<file path="src/core/ltp_pkg.sv">
// Functional notes
// - map every 16-bit logical memory address to a 20-bit physical address
// - translation is combinational, no extra sequential step in a cycle
// - logical space splits into lower common, bank and upper common regions
// - region boundaries are programmable at 4KB granularity only
// - lower common region always maps at physical base zero
// - bank and upper common relocate freely on 4KB, overlap allowed
// - all memory cycle kinds are translated
// - I/O cycles pass the 16-bit logical address unchanged
// - I/O cycles drive physical address bits 19..16 to zero
// - DMA ownership drives the DMA 20-bit address straight out
// - upper-common start field gives first upper common address
// - bank start field gives first bank address
// - base registers relocate regions within 1024KB at 4KB resolution
// - physical address is base plus top logical nibble, low 12 bits kept
// - boundary register: upper-common start bits 7..4, bank start bits 3..0
// - reset sets upper-common start to all ones, clears the rest
// - a written value takes effect from the next cycle; the code acts only on word-size writes (hsize word) and ignores others
package ltp_pkg;
  localparam logic [11:0] LTP_OFS_UPPER_BASE = 12'h0E0;
  localparam logic [11:0] LTP_OFS_BANK_BASE = 12'h0E4;
  localparam logic [11:0] LTP_OFS_BOUNDARY = 12'h0E8;
  localparam logic [11:0] LTP_OFS_STATUS = 12'h0EC;
  localparam int LTP_UPPER_MSB = 7;
  localparam int LTP_UPPER_LSB = 4;
  localparam int LTP_BANK_MSB = 3;
  localparam int LTP_BANK_LSB = 0;
  localparam int LTP_PAGE_BITS = 12;
  localparam logic [7:0] LTP_RST_BOUNDARY = 8'hF0;
  localparam logic [7:0] LTP_RST_BASE = 8'h00;
  localparam logic [1:0] LTP_HTRANS_NONSEQ = 2'h2;
  localparam logic [2:0] LTP_HSIZE_WORD = 3'h2;

  typedef enum logic [1:0] {LTP_CYC_MEM, LTP_CYC_IO, LTP_CYC_DMA} ltp_cycle_t;
  typedef enum logic [1:0] {LTP_AREA_LOWER, LTP_AREA_BANK, LTP_AREA_UPPER} ltp_area_t;

  typedef struct packed {
    logic [7:0] boundary;
    logic [7:0] upper_base;
    logic [7:0] bank_base;
  } ltp_map_t;

  typedef struct packed {
    ltp_cycle_t kind;
    logic [15:0] laddr;
    logic [19:0] dma_addr;
  } ltp_req_t;
endpackage

</file>
<file path="src/core/ltp_ahb_slave.sv">
module ltp_ahb_slave (
  input wire logic hclk,
  input wire logic hresetn,
  input wire logic hsel,
  input wire logic [1:0] htrans,
  input wire logic hwrite,
  input wire logic [11:0] haddr,
  input wire logic [2:0] hsize,
  output logic wr_pend,
  output logic rd_pend,
  output logic [11:0] addr_q
);
  always_ff @(posedge hclk or negedge hresetn) begin
    if (!hresetn) begin
      wr_pend <= 1'b0;
      rd_pend <= 1'b0;
      addr_q <= 12'h000;
    end else begin
      wr_pend <= hsel && htrans == ltp_pkg::LTP_HTRANS_NONSEQ && hwrite
        && hsize == ltp_pkg::LTP_HSIZE_WORD;
      rd_pend <= hsel && htrans == ltp_pkg::LTP_HTRANS_NONSEQ && !hwrite;
      addr_q <= haddr;
    end
  end
endmodule

</file>
<file path="src/core/ltp_area_sel.sv">
module ltp_area_sel (
  input wire logic [3:0] nibble,
  input wire logic [7:0] boundary,
  output ltp_pkg::ltp_area_t area
);
  always_comb begin
    if (nibble >= boundary[ltp_pkg::LTP_UPPER_MSB:ltp_pkg::LTP_UPPER_LSB]) begin
      area = ltp_pkg::LTP_AREA_UPPER;
    end else if (nibble >= boundary[ltp_pkg::LTP_BANK_MSB:ltp_pkg::LTP_BANK_LSB]) begin
      area = ltp_pkg::LTP_AREA_BANK;
    end else begin
      area = ltp_pkg::LTP_AREA_LOWER;
    end
  end
endmodule

</file>
<file path="src/core/ltp_mmu.sv">
// Design decisions made here: the register offsets and the AHB-Lite slave port.
module ltp_mmu (
  input wire logic hclk,
  input wire logic hresetn,
  input wire logic hsel,
  input wire logic [31:0] haddr,
  input wire logic [1:0] htrans,
  input wire logic hwrite,
  input wire logic [2:0] hsize,
  input wire logic [31:0] hwdata,
  output logic [31:0] hrdata,
  output logic hreadyout,
  output logic hresp,
  input wire ltp_pkg::ltp_req_t req,
  output logic [19:0] paddr,
  output ltp_pkg::ltp_area_t area
);
  ltp_pkg::ltp_map_t map;
  ltp_pkg::ltp_area_t sel_area;
  logic wr_pend;
  logic rd_pend;
  logic [11:0] addr_q;
  logic [7:0] base;

  ////////////////////////////////////////////////////////////////////////
  ltp_ahb_slave u_bus (
    .hclk(hclk),
    .hresetn(hresetn),
    .hsel(hsel),
    .htrans(htrans),
    .hwrite(hwrite),
    .haddr(haddr[11:0]),
    .hsize(hsize),
    .wr_pend(wr_pend),
    .rd_pend(rd_pend),
    .addr_q(addr_q)
  );

  assign hreadyout = 1'b1;
  assign hresp = 1'b0;

  // translation registers; write in data phase, live the next edge
  always_ff @(posedge hclk or negedge hresetn) begin
    if (!hresetn) begin
      map.boundary <= ltp_pkg::LTP_RST_BOUNDARY;
      map.upper_base <= ltp_pkg::LTP_RST_BASE;
      map.bank_base <= ltp_pkg::LTP_RST_BASE;
    end else if (wr_pend) begin
      case (addr_q)
        ltp_pkg::LTP_OFS_BOUNDARY: map.boundary <= hwdata[7:0];
        ltp_pkg::LTP_OFS_UPPER_BASE: map.upper_base <= hwdata[7:0];
        ltp_pkg::LTP_OFS_BANK_BASE: map.bank_base <= hwdata[7:0];
        default: ;
      endcase
    end
  end

  // read data registered at address phase so it stands during data phase
  always_ff @(posedge hclk or negedge hresetn) begin
    if (!hresetn) begin
      hrdata <= 32'h00000000;
    end else if (hsel && htrans == ltp_pkg::LTP_HTRANS_NONSEQ && !hwrite) begin
      case (haddr[11:0])
        ltp_pkg::LTP_OFS_BOUNDARY: hrdata <= {24'h000000, map.boundary};
        ltp_pkg::LTP_OFS_UPPER_BASE: hrdata <= {24'h000000, map.upper_base};
        ltp_pkg::LTP_OFS_BANK_BASE: hrdata <= {24'h000000, map.bank_base};
        ltp_pkg::LTP_OFS_STATUS: hrdata <= {28'h0000000, 2'h0, sel_area};
        default: hrdata <= 32'h00000000;
      endcase
    end
  end

  ////////////////////////////////////////////////////////////////////////
  ltp_area_sel u_sel (
    .nibble(req.laddr[15:12]),
    .boundary(map.boundary),
    .area(sel_area)
  );

  always_comb begin
    case (sel_area)
      ltp_pkg::LTP_AREA_UPPER: base = map.upper_base;
      ltp_pkg::LTP_AREA_BANK: base = map.bank_base;
      default: base = 8'h00;
    endcase
  end

  // combinational path: no added cycle
  always_comb begin
    area = sel_area;
    case (req.kind)
      ltp_pkg::LTP_CYC_IO: paddr = {4'h0, req.laddr};
      ltp_pkg::LTP_CYC_DMA: paddr = req.dma_addr;
      ltp_pkg::LTP_CYC_MEM: paddr = {base + {4'h0, req.laddr[15:12]},
        req.laddr[11:0]};
      default: paddr = {base + {4'h0, req.laddr[15:12]}, req.laddr[11:0]};
    endcase
  end

  ////////////////////////////////////////////////////////////////////////
  a_io_high_zero: assert property (@(posedge hclk) disable iff (!hresetn)
    req.kind == ltp_pkg::LTP_CYC_IO |-> paddr == {4'h0, req.laddr})
    else $error("io address not passed");
  a_dma_direct: assert property (@(posedge hclk) disable iff (!hresetn)
    req.kind == ltp_pkg::LTP_CYC_DMA |-> paddr == req.dma_addr)
    else $error("dma address not direct");
  a_low_keep: assert property (@(posedge hclk) disable iff (!hresetn)
    req.kind == ltp_pkg::LTP_CYC_MEM |-> paddr[11:0] == req.laddr[11:0])
    else $error("page offset altered");
  a_lower_zero: assert property (@(posedge hclk) disable iff (!hresetn)
    req.kind == ltp_pkg::LTP_CYC_MEM && req.laddr[15:12] < map.boundary[3:0]
    |-> paddr[19:12] == {4'h0, req.laddr[15:12]})
    else $error("lower area relocated");
  a_upper_base: assert property (@(posedge hclk) disable iff (!hresetn)
    req.kind == ltp_pkg::LTP_CYC_MEM && req.laddr[15:12] >= map.boundary[7:4]
    |-> paddr[19:12] == map.upper_base + {4'h0, req.laddr[15:12]})
    else $error("upper area base wrong");
  a_bank_base: assert property (@(posedge hclk) disable iff (!hresetn)
    req.kind == ltp_pkg::LTP_CYC_MEM && req.laddr[15:12] < map.boundary[7:4]
    && req.laddr[15:12] >= map.boundary[3:0]
    |-> paddr[19:12] == map.bank_base + {4'h0, req.laddr[15:12]})
    else $error("bank area base wrong");
  a_write_next: assert property (@(posedge hclk) disable iff (!hresetn)
    wr_pend && addr_q == ltp_pkg::LTP_OFS_BOUNDARY
    |=> map.boundary == $past(hwdata[7:0]))
    else $error("boundary write lost");
  a_hold_idle: assert property (@(posedge hclk) disable iff (!hresetn)
    !wr_pend |=> $stable(map))
    else $error("map changed without write");
  c_io: cover property (@(posedge hclk) req.kind == ltp_pkg::LTP_CYC_IO);
  c_dma: cover property (@(posedge hclk) req.kind == ltp_pkg::LTP_CYC_DMA);
  c_bank: cover property (@(posedge hclk) sel_area == ltp_pkg::LTP_AREA_BANK);
  c_read: cover property (@(posedge hclk) rd_pend);
endmodule

</file>
<file path="config.mk">
export PLATFORM = sky130hd
export DESIGN_NAME = ltp_mmu
export DESIGN_NICKNAME = d
export VERILOG_FILES = /design/src/core/ltp_pkg.sv /design/src/core/ltp_ahb_slave.sv /design/src/core/ltp_area_sel.sv /design/src/core/ltp_mmu.sv
export SDC_FILE = /design/constraint.sdc
export NUM_CORES = 1
export LEC_CHECK = 0
export BUFFER_PORTS_ARGS = -buffer_cell sky130_fd_sc_hd__buf_4
export CAP_MARGIN = 0
export CORE_UTILIZATION = 25
export DETAILED_ROUTE_END_ITERATION = 10
export GPL_ROUTABILITY_DRIVEN = 1
export GPL_TIMING_DRIVEN = 0
export HOLD_SLACK_MARGIN = 0.08
export PLACE_DENSITY = 0.62
export SYNTH_ARGS = -nofsm -noshare
export SYNTH_HDL_FRONTEND = slang
export SYNTH_SLANG_ARGS = --single-unit
</file>
<file path="constraint.sdc">
create_clock -name hclk -period 6.59 [get_ports hclk]
set_input_delay 1.977 -clock hclk [delete_from_list [all_inputs] [get_ports hclk]]
set_output_delay 1.977 -clock hclk [all_outputs]
set_load 0.05 [all_outputs]
</file>
* Word-level counts from Yosys, hierarchy flattened
Index checks and enable logic that the tools add are counted.
** Cells by class
- Multiplexer cells :: 5
- $lt $le $gt $ge :: 2
- Reductions and logical operators :: 8
- Equal/unequal tests :: 13
- Add/subtract/negate cells :: 1
** Operators by type and width (number)
- $eq 12x8->1 const B :: 7
- $pmux 20 s2 :: 1
- $pmux 8 s4 :: 1
- $pmux 8 s2 :: 1
- $add 8x4->8 :: 1
- $ge 4x4->1 :: 2
- $eq 2x2->1 const B :: 3
- $reduce_and 2->1 :: 3
- $eq 2x1->1 const B :: 2
- $logic_and 1x1->1 :: 4
- $eq 3x2->1 const B :: 1
- $mux 2 :: 1
- $logic_not 1->1 :: 1
- $mux 1 :: 1
** Storage, ports and cells
- Output and inout port bits :: 56
- Register bits after elaboration :: 69

* Longest topological paths before layout
- Depth after elaboration :: 7
- Gate-level depth with buffers :: 15
- Depth with buffers taken out :: 15

* Modules after synthesis
From an unflattened synthesis, not the netlist that was laid out.
** Unflattened totals
- Cells, all modules :: 266
- Area total of the unflattened synthesis :: 2879.0 µm²
** By module, submodules not included
- ltp_mmu :: seq. area each 805.8 µm², times used 1, cells an instance 224, area an instance 2278.4 µm²
- ltp_ahb_slave :: seq. area each 350.3 µm², times used 1, cells an instance 18, area an instance 389.1 µm²
- ltp_area_sel :: seq. area each 0.0 µm², times used 1, cells an instance 24, area an instance 211.5 µm²

* Worst setup path before layout
No wires, ideal clock.
- Kind :: input-to-output
- Start :: input port req[32] (netlist bit)
- End :: output port paddr[18]
- Cell stages on the path :: 14
- Path slack :: -615 ps
- Required time :: 4613 ps
- Path buffers :: 0
- Arrival time :: 5228 ps
- Path through :: inv_1 -> ha_1 -> nor2b_1 -> o21a_1 -> nor2_1 -> a22o_1 -> ha_1 -> fa_1 -> a21oi_1 -> o21bai_1 -> nand2_1 -> o32ai_1 -> xnor2_1 -> a22o_1
** Between the ends
- Elaborated cells on any way between the ends :: 9
- Those cells by class :: 1 x add/sub; 2 x order compare; 2 x eq/ne; 4 x mux
** RTL lines
- start: declaration :: line ltp_mmu.sv:14 : input wire ltp_pkg::ltp_req_t req,
- $ge 4x4->1 * :: line ltp_area_sel.sv:7 : if (nibble >= boundary[ltp_pkg::LTP_UPPER_MSB:ltp_pkg::LTP_UPPER_LSB]) begin
- $mux 2 * :: line ltp_area_sel.sv:7
- via area[1] :: line ltp_mmu.sv:16 : output ltp_pkg::ltp_area_t area
- $eq 2x1->1 / $eq 2x2->1 (equally long branches) :: line ltp_mmu.sv:81 : case (sel_area)
- $pmux 8 s2 * :: line ltp_mmu.sv:81
- $add 8x4->8 * :: line ltp_mmu.sv:94, ltp_mmu.sv:96
- $pmux 20 s2 * :: line ltp_mmu.sv:91 : case (req.kind)
- end: declaration :: line ltp_mmu.sv:15 : output logic [19:0] paddr,
Mark *: on every way through the listed nets, which the timed path passes. The rest lies on a longest branch.

* Final worst setup path
- Start :: input port req[33] (netlist bit)
- End :: output port paddr[18]
** Between the ends
- Word-level cells in the longest chain between the ends :: 7
- Elaborated cells on any way between the ends :: 9
- Those cells by class :: 1 x add/sub; 2 x order compare; 2 x eq/ne; 4 x mux
** Ends and longest elaborated chain
- $ge 4x4->1 :: line ltp_area_sel.sv:9 : end else if (nibble >= boundary[ltp_pkg::LTP_BANK_MSB:ltp_pkg::LTP_BANK_LSB]) begin
- $mux 1 :: line ltp_area_sel.sv:9
- $mux 2 :: line ltp_area_sel.sv:7
- $eq 2x1->1 / $eq 2x2->1 (equally long branches) :: line ltp_mmu.sv:81
- $pmux 8 s2 :: line ltp_mmu.sv:81
- $add 8x4->8 * :: line ltp_mmu.sv:94, ltp_mmu.sv:96
- $pmux 20 s2 * :: line ltp_mmu.sv:91
Every way passes the cells marked *; elsewhere a longest branch is shown, timed or not.

==> summary by stage <==
Hold path
The cell depth of the worst hold path is 2. In this run the most critical hold path is launched from hrdata[7]$_DFFE_PN0P_. The worst min-delay path class is reg -> reg. The endpoint with the worst hold slack is hrdata[7]$_DFFE_PN0P_.

Drt
The violation count after the first detailed-route iteration is 90. The DRC violations left is 0. The pre-antenna-repair detailed-routing pass consisted of 4 iterations. Once detail routing completed, the nets flagged for antenna violations numbered 0. For this block, the via count after detailed routing is 2375. The final routed wire length divided by cell count is approximately 13 µm. After detailed routing, the total wire length is between 7000 and 8000 µm.

The average vias per placed instance is between 4 and 5.

Finish
From synthesis to final layout, the design area changed by 50.0%. The repair_antennas step left the layout with diodes totalling 0. The filler cells instantiated in the layout total approximately 1100. After routing the design area is between 0.004 and 0.005 mm². Leaving out filler cells and counting taps, the final layout contains ~540. The share of cells above drive strength 1 is a little over half. In the final design database the tool counted around 530 nets.

Setup path
The worst setup path is launched from a primary input. The worst setup path category is in -> out. In this run the critical register-to-register path is launched from map[21]$_DFFE_PN1P_. The flop-to-flop setup slack is approximately 4300 ps. The data required time of the worst path is 4610 ps.

The end of the worst register-to-register path is hrdata[0]$_DFFE_PN0P_. Along the worst path, the maximum fanout reaches 6. The worst endpoint data arrival time is between 4000 and 5000 ps.

For the worst flop-to-flop path, the logic depth is 8. STA classifies the critical path endpoint as a primary output.

Pwr
The overall power of the completed layout is about 790 µW. The cell leakage power is slightly above 0.002 µW. The power per unit of standard cell area is 189 mW/mm². The peak supply drop is between 0.00007 and 0.00008 V.

Floorplanning
Once the floorplan was initialized, standard cells occupied 25.7% of the core. The floorplan step defined a core boundary enclosing roughly 0.011 mm². The die is about 110 µm tall. The floorplan die area is between 0.01 and 0.015 mm². The width of the die is around 110 µm. For this design the top-level I/O count stands at roughly 170. The floorplan has 38 rows.

Synthesis
The post-synthesis xor/xnor area fraction is under 10%. Summing the areas of all fa, ha and maj instances in the mapped netlist gives 6.96% of the synthesized area. Sequential cells were found to cover 40.4% of the synthesized design area. sky130_fd_sc_hd__dfrtp_1 is the most common cell in the netlist.

The simple-gate portion of the synthesized area is slightly below 10%. The post-synth design cell area is roughly 0.0028 mm². The most area-hungry cell type in the Yosys netlist is sky130_fd_sc_hd__dfrtp_1. Counting flops and latches in the post-synthesis netlist gives 45.

In this run, synthesis inferred 0 flip-flops with an integrated enable. Sorting the synthesized cells by how often they occur yields 41 x sky130_fd_sc_hd__dfrtp_1, 27 x sky130_fd_sc_hd__buf_4, 24 x sky130_fd_sc_hd__mux2_2, 22 x sky130_fd_sc_hd__a22o_1. The average cell area after synthesis is between 10 and 15 µm². The gate count of the mapped netlist is roughly 260.

Summed over its instances, the top area cell type makes up between 30 and 40% of the synthesized netlist area. By area, the combinational part of the netlist is dominated by compound AO/OA/AOI/OAI gates. The number of warnings printed during yosys synthesis is 0.

The multiplexer fraction of the synthesized cell area is approximately 13%. The fraction of registers with async set or reset after synthesis is 100%. The most used flip-flop cell after synthesis is sky130_fd_sc_hd__dfrtp_1.

After synthesis, the cell types taking the most area are sky130_fd_sc_hd__dfrtp_1 37%, sky130_fd_sc_hd__mux2_2 9.6%, sky130_fd_sc_hd__buf_4 7.2%. The unique cell type count in the Yosys netlist is slightly above 50. The complex-gate fraction of the synthesized area is 17.3%.

Clock tree
The H-tree generated during clock tree synthesis spans 2 levels. The number of buffers inserted during clock tree synthesis is 5. TritonCTS built the clock tree. The count of clock tree sinks is 45.

The clock-pin slew reported for the worst setup and hold paths after clock tree synthesis is ~70 ps. The clock latency on the worst-skew pair is 290 ps. The clock tree buffer depth is 2. The clock root buffer is sky130_fd_sc_hd__clkbuf_8.

Timing
The final critical path time including I/O delays and setup is about 6600 ps. Setup slack on the critical path of the routed design comes to between 15 and 20 ps. The worst setup skew after layout is between 8 and 9 ps. Setup repair after global routing could not meet its margin everywhere. The final setup violation count is 0.

The final count of hold timing violations is 0. The worst hold-check slack is around 480 ps. The worst path uses 99.7% of the clock period. The number of slew-limit violations in the final report is 0. The relative max-transition margin is roughly half. The top achievable clock speed is around 150 MHz.

The transition time at the pin with the least slew margin is around 750 ps.

Global route
In the global route stage, met3 resource usage came out at under 10%. Global routing consumed, on the met2 layer, 23.1% of the routing resources. The initial antenna violation count is 0. Summed over all layers, the global routing overflow is 0.

Global routing consumed, over all layers together, between 10% and 20% of the routing resources. The first global-routing pass estimated 11300 µm of wire. The largest net degree at the start of global routing is between 40 and 50. The peak-usage layer in the global routing report is met2. The via count of the first global-routing pass is roughly 2300. For met1 alone, demand over resource in global routing was 14.7%.

Status
The flow ran to the end, and the final reports show no timing, DRC or antenna violations.

Placement
The placement-stage cell area is between 0.003 and 0.004 mm². The worst setup slack before clock tree synthesis is -405 ps. The port buffer count is 96.

Counting tap cells, the placed design contains a total of between 500 and 600 instances. The global placer's final weighted congestion is ~0.76. After legalization and detailed placement, the total HPWL measured between 5000 and 6000 µm.

Job
The max-capacitance violation count is 0.
-- flip-flops by register name, summed over array words and instances (netlist names) --
signal,count
hrdata,8
map,24
u_bus.addr_q,12
u_bus.wr_pend,1
-- power breakdown --
part	leakage [µW]	internal [µW]	total (µW)	switching [µW]
Clock	0.0000585	124	214	90.1
Combinational	0.00144	116	288	172
Sequential	0.000559	286	292	5.91
-- metal layers --
layer,vias up,share of wire [%]
li1,1176,-
met1,1135,41
met2,60,55
met3,4,3.3
met4,0,0.55
met5,-,0
-- stage by stage --
stage,TNS [ps],util (%)
floorplan,-79.4,-
global placement,-1040,35.0
detailed placement,-1080,35.0
CTS,-50.4,37.8
global route,-185,38.6
finish,0,38.6
-- cell families (layout without fill, tap and decap cells) --
logic type	after synthesis	after routing
xor+xnor	6	6
mux	32	32
buf+inv	48	165
flops	45	45
other cells	2	26
simple gates	50	50
fa+ha+maj	15	15
compound gates	63	63
-- how the worst max path moves through the flow --
stage | startpoint | to | slack, ps | cells after the start
after floorplan | req[34] | paddr[18] | -80 | 14
after global placement | req[34] | paddr[18] | -410 | 16
after detailed placement | req[34] | paddr[18] | -410 | 16
after CTS | req[32] | paddr[18] | -40 | 17
after global routing | req[33] | paddr[18] | -90 | 16
final | req[33] | paddr[18] | 20 | 16
-- critical path: stages --
cell and delay, ps:
sky130_fd_sc_hd__buf_12 110, sky130_fd_sc_hd__ha_4 260, sky130_fd_sc_hd__inv_4 40, sky130_fd_sc_hd__o21a_4 230
sky130_fd_sc_hd__o211ai_4 220, sky130_fd_sc_hd__inv_4 90, sky130_fd_sc_hd__buf_4 140, sky130_fd_sc_hd__a22o_1 180
sky130_fd_sc_hd__ha_1 270, sky130_fd_sc_hd__inv_1 70, sky130_fd_sc_hd__o21bai_2 210, sky130_fd_sc_hd__nand2_1 90
sky130_fd_sc_hd__o32ai_2 220, sky130_fd_sc_hd__xnor2_1 120, sky130_fd_sc_hd__a22o_2 230, sky130_fd_sc_hd__buf_8 150
-- repair_timing --
item | 4_1_cts | 5_1_grt
resized for setup | 29 | 12
hold buffers | 0 | 0
pin swaps | 13 | 15
setup endpoints to repair | 4 | 4
buffers inserted | 8 | 5
hold endpoints to repair | 0 | 0
-- final cells by class --
class,count,area [µm²],share of cell area (%)
buffer,35,235,5.59
clock buffer,7,86.3,2.05
clock inverter,1,30.0,0.714
inverter,13,58.8,1.40
multi-input combinational,192,1640,38.9
sequential,45,1130,26.9
tap,140,175,4.17
timing repair buffer,109,853,20.3
-- placed cells by master, fill, tap and decap left out, types with 3 or more instances in the layout --
| cell | netlist | routed |
|---|---|---|
| sky130_fd_sc_hd__buf_4 | 27 | 131 |
| sky130_fd_sc_hd__mux2i_1 | 6 | 6 |
| sky130_fd_sc_hd__conb_1 | 2 | 26 |
| sky130_fd_sc_hd__nand3_1 | 3 | 3 |
| sky130_fd_sc_hd__a21oi_2 | 0 | 4 |
| sky130_fd_sc_hd__a22oi_1 | 4 | 4 |
| sky130_fd_sc_hd__mux2_2 | 24 | 24 |
| sky130_fd_sc_hd__nand2_1 | 14 | 14 |
| sky130_fd_sc_hd__a21oi_1 | 11 | 7 |
| sky130_fd_sc_hd__ha_1 | 14 | 9 |
| sky130_fd_sc_hd__inv_1 | 12 | 10 |
| sky130_fd_sc_hd__clkbuf_8 | 0 | 6 |
| sky130_fd_sc_hd__o21ai_2 | 1 | 4 |
| sky130_fd_sc_hd__nor2_1 | 10 | 9 |
| sky130_fd_sc_hd__a22o_2 | 0 | 3 |
| sky130_fd_sc_hd__clkbuf_1 | 6 | 7 |
| sky130_fd_sc_hd__ha_4 | 0 | 4 |
| sky130_fd_sc_hd__a22o_1 | 22 | 18 |
| sky130_fd_sc_hd__dfrtp_1 | 41 | 41 |
| sky130_fd_sc_hd__xnor2_1 | 5 | 5 |
| sky130_fd_sc_hd__dfstp_2 | 4 | 4 |
| sky130_fd_sc_hd__o31ai_1 | 6 | 6 |
(Power assumes the default switching activity.)
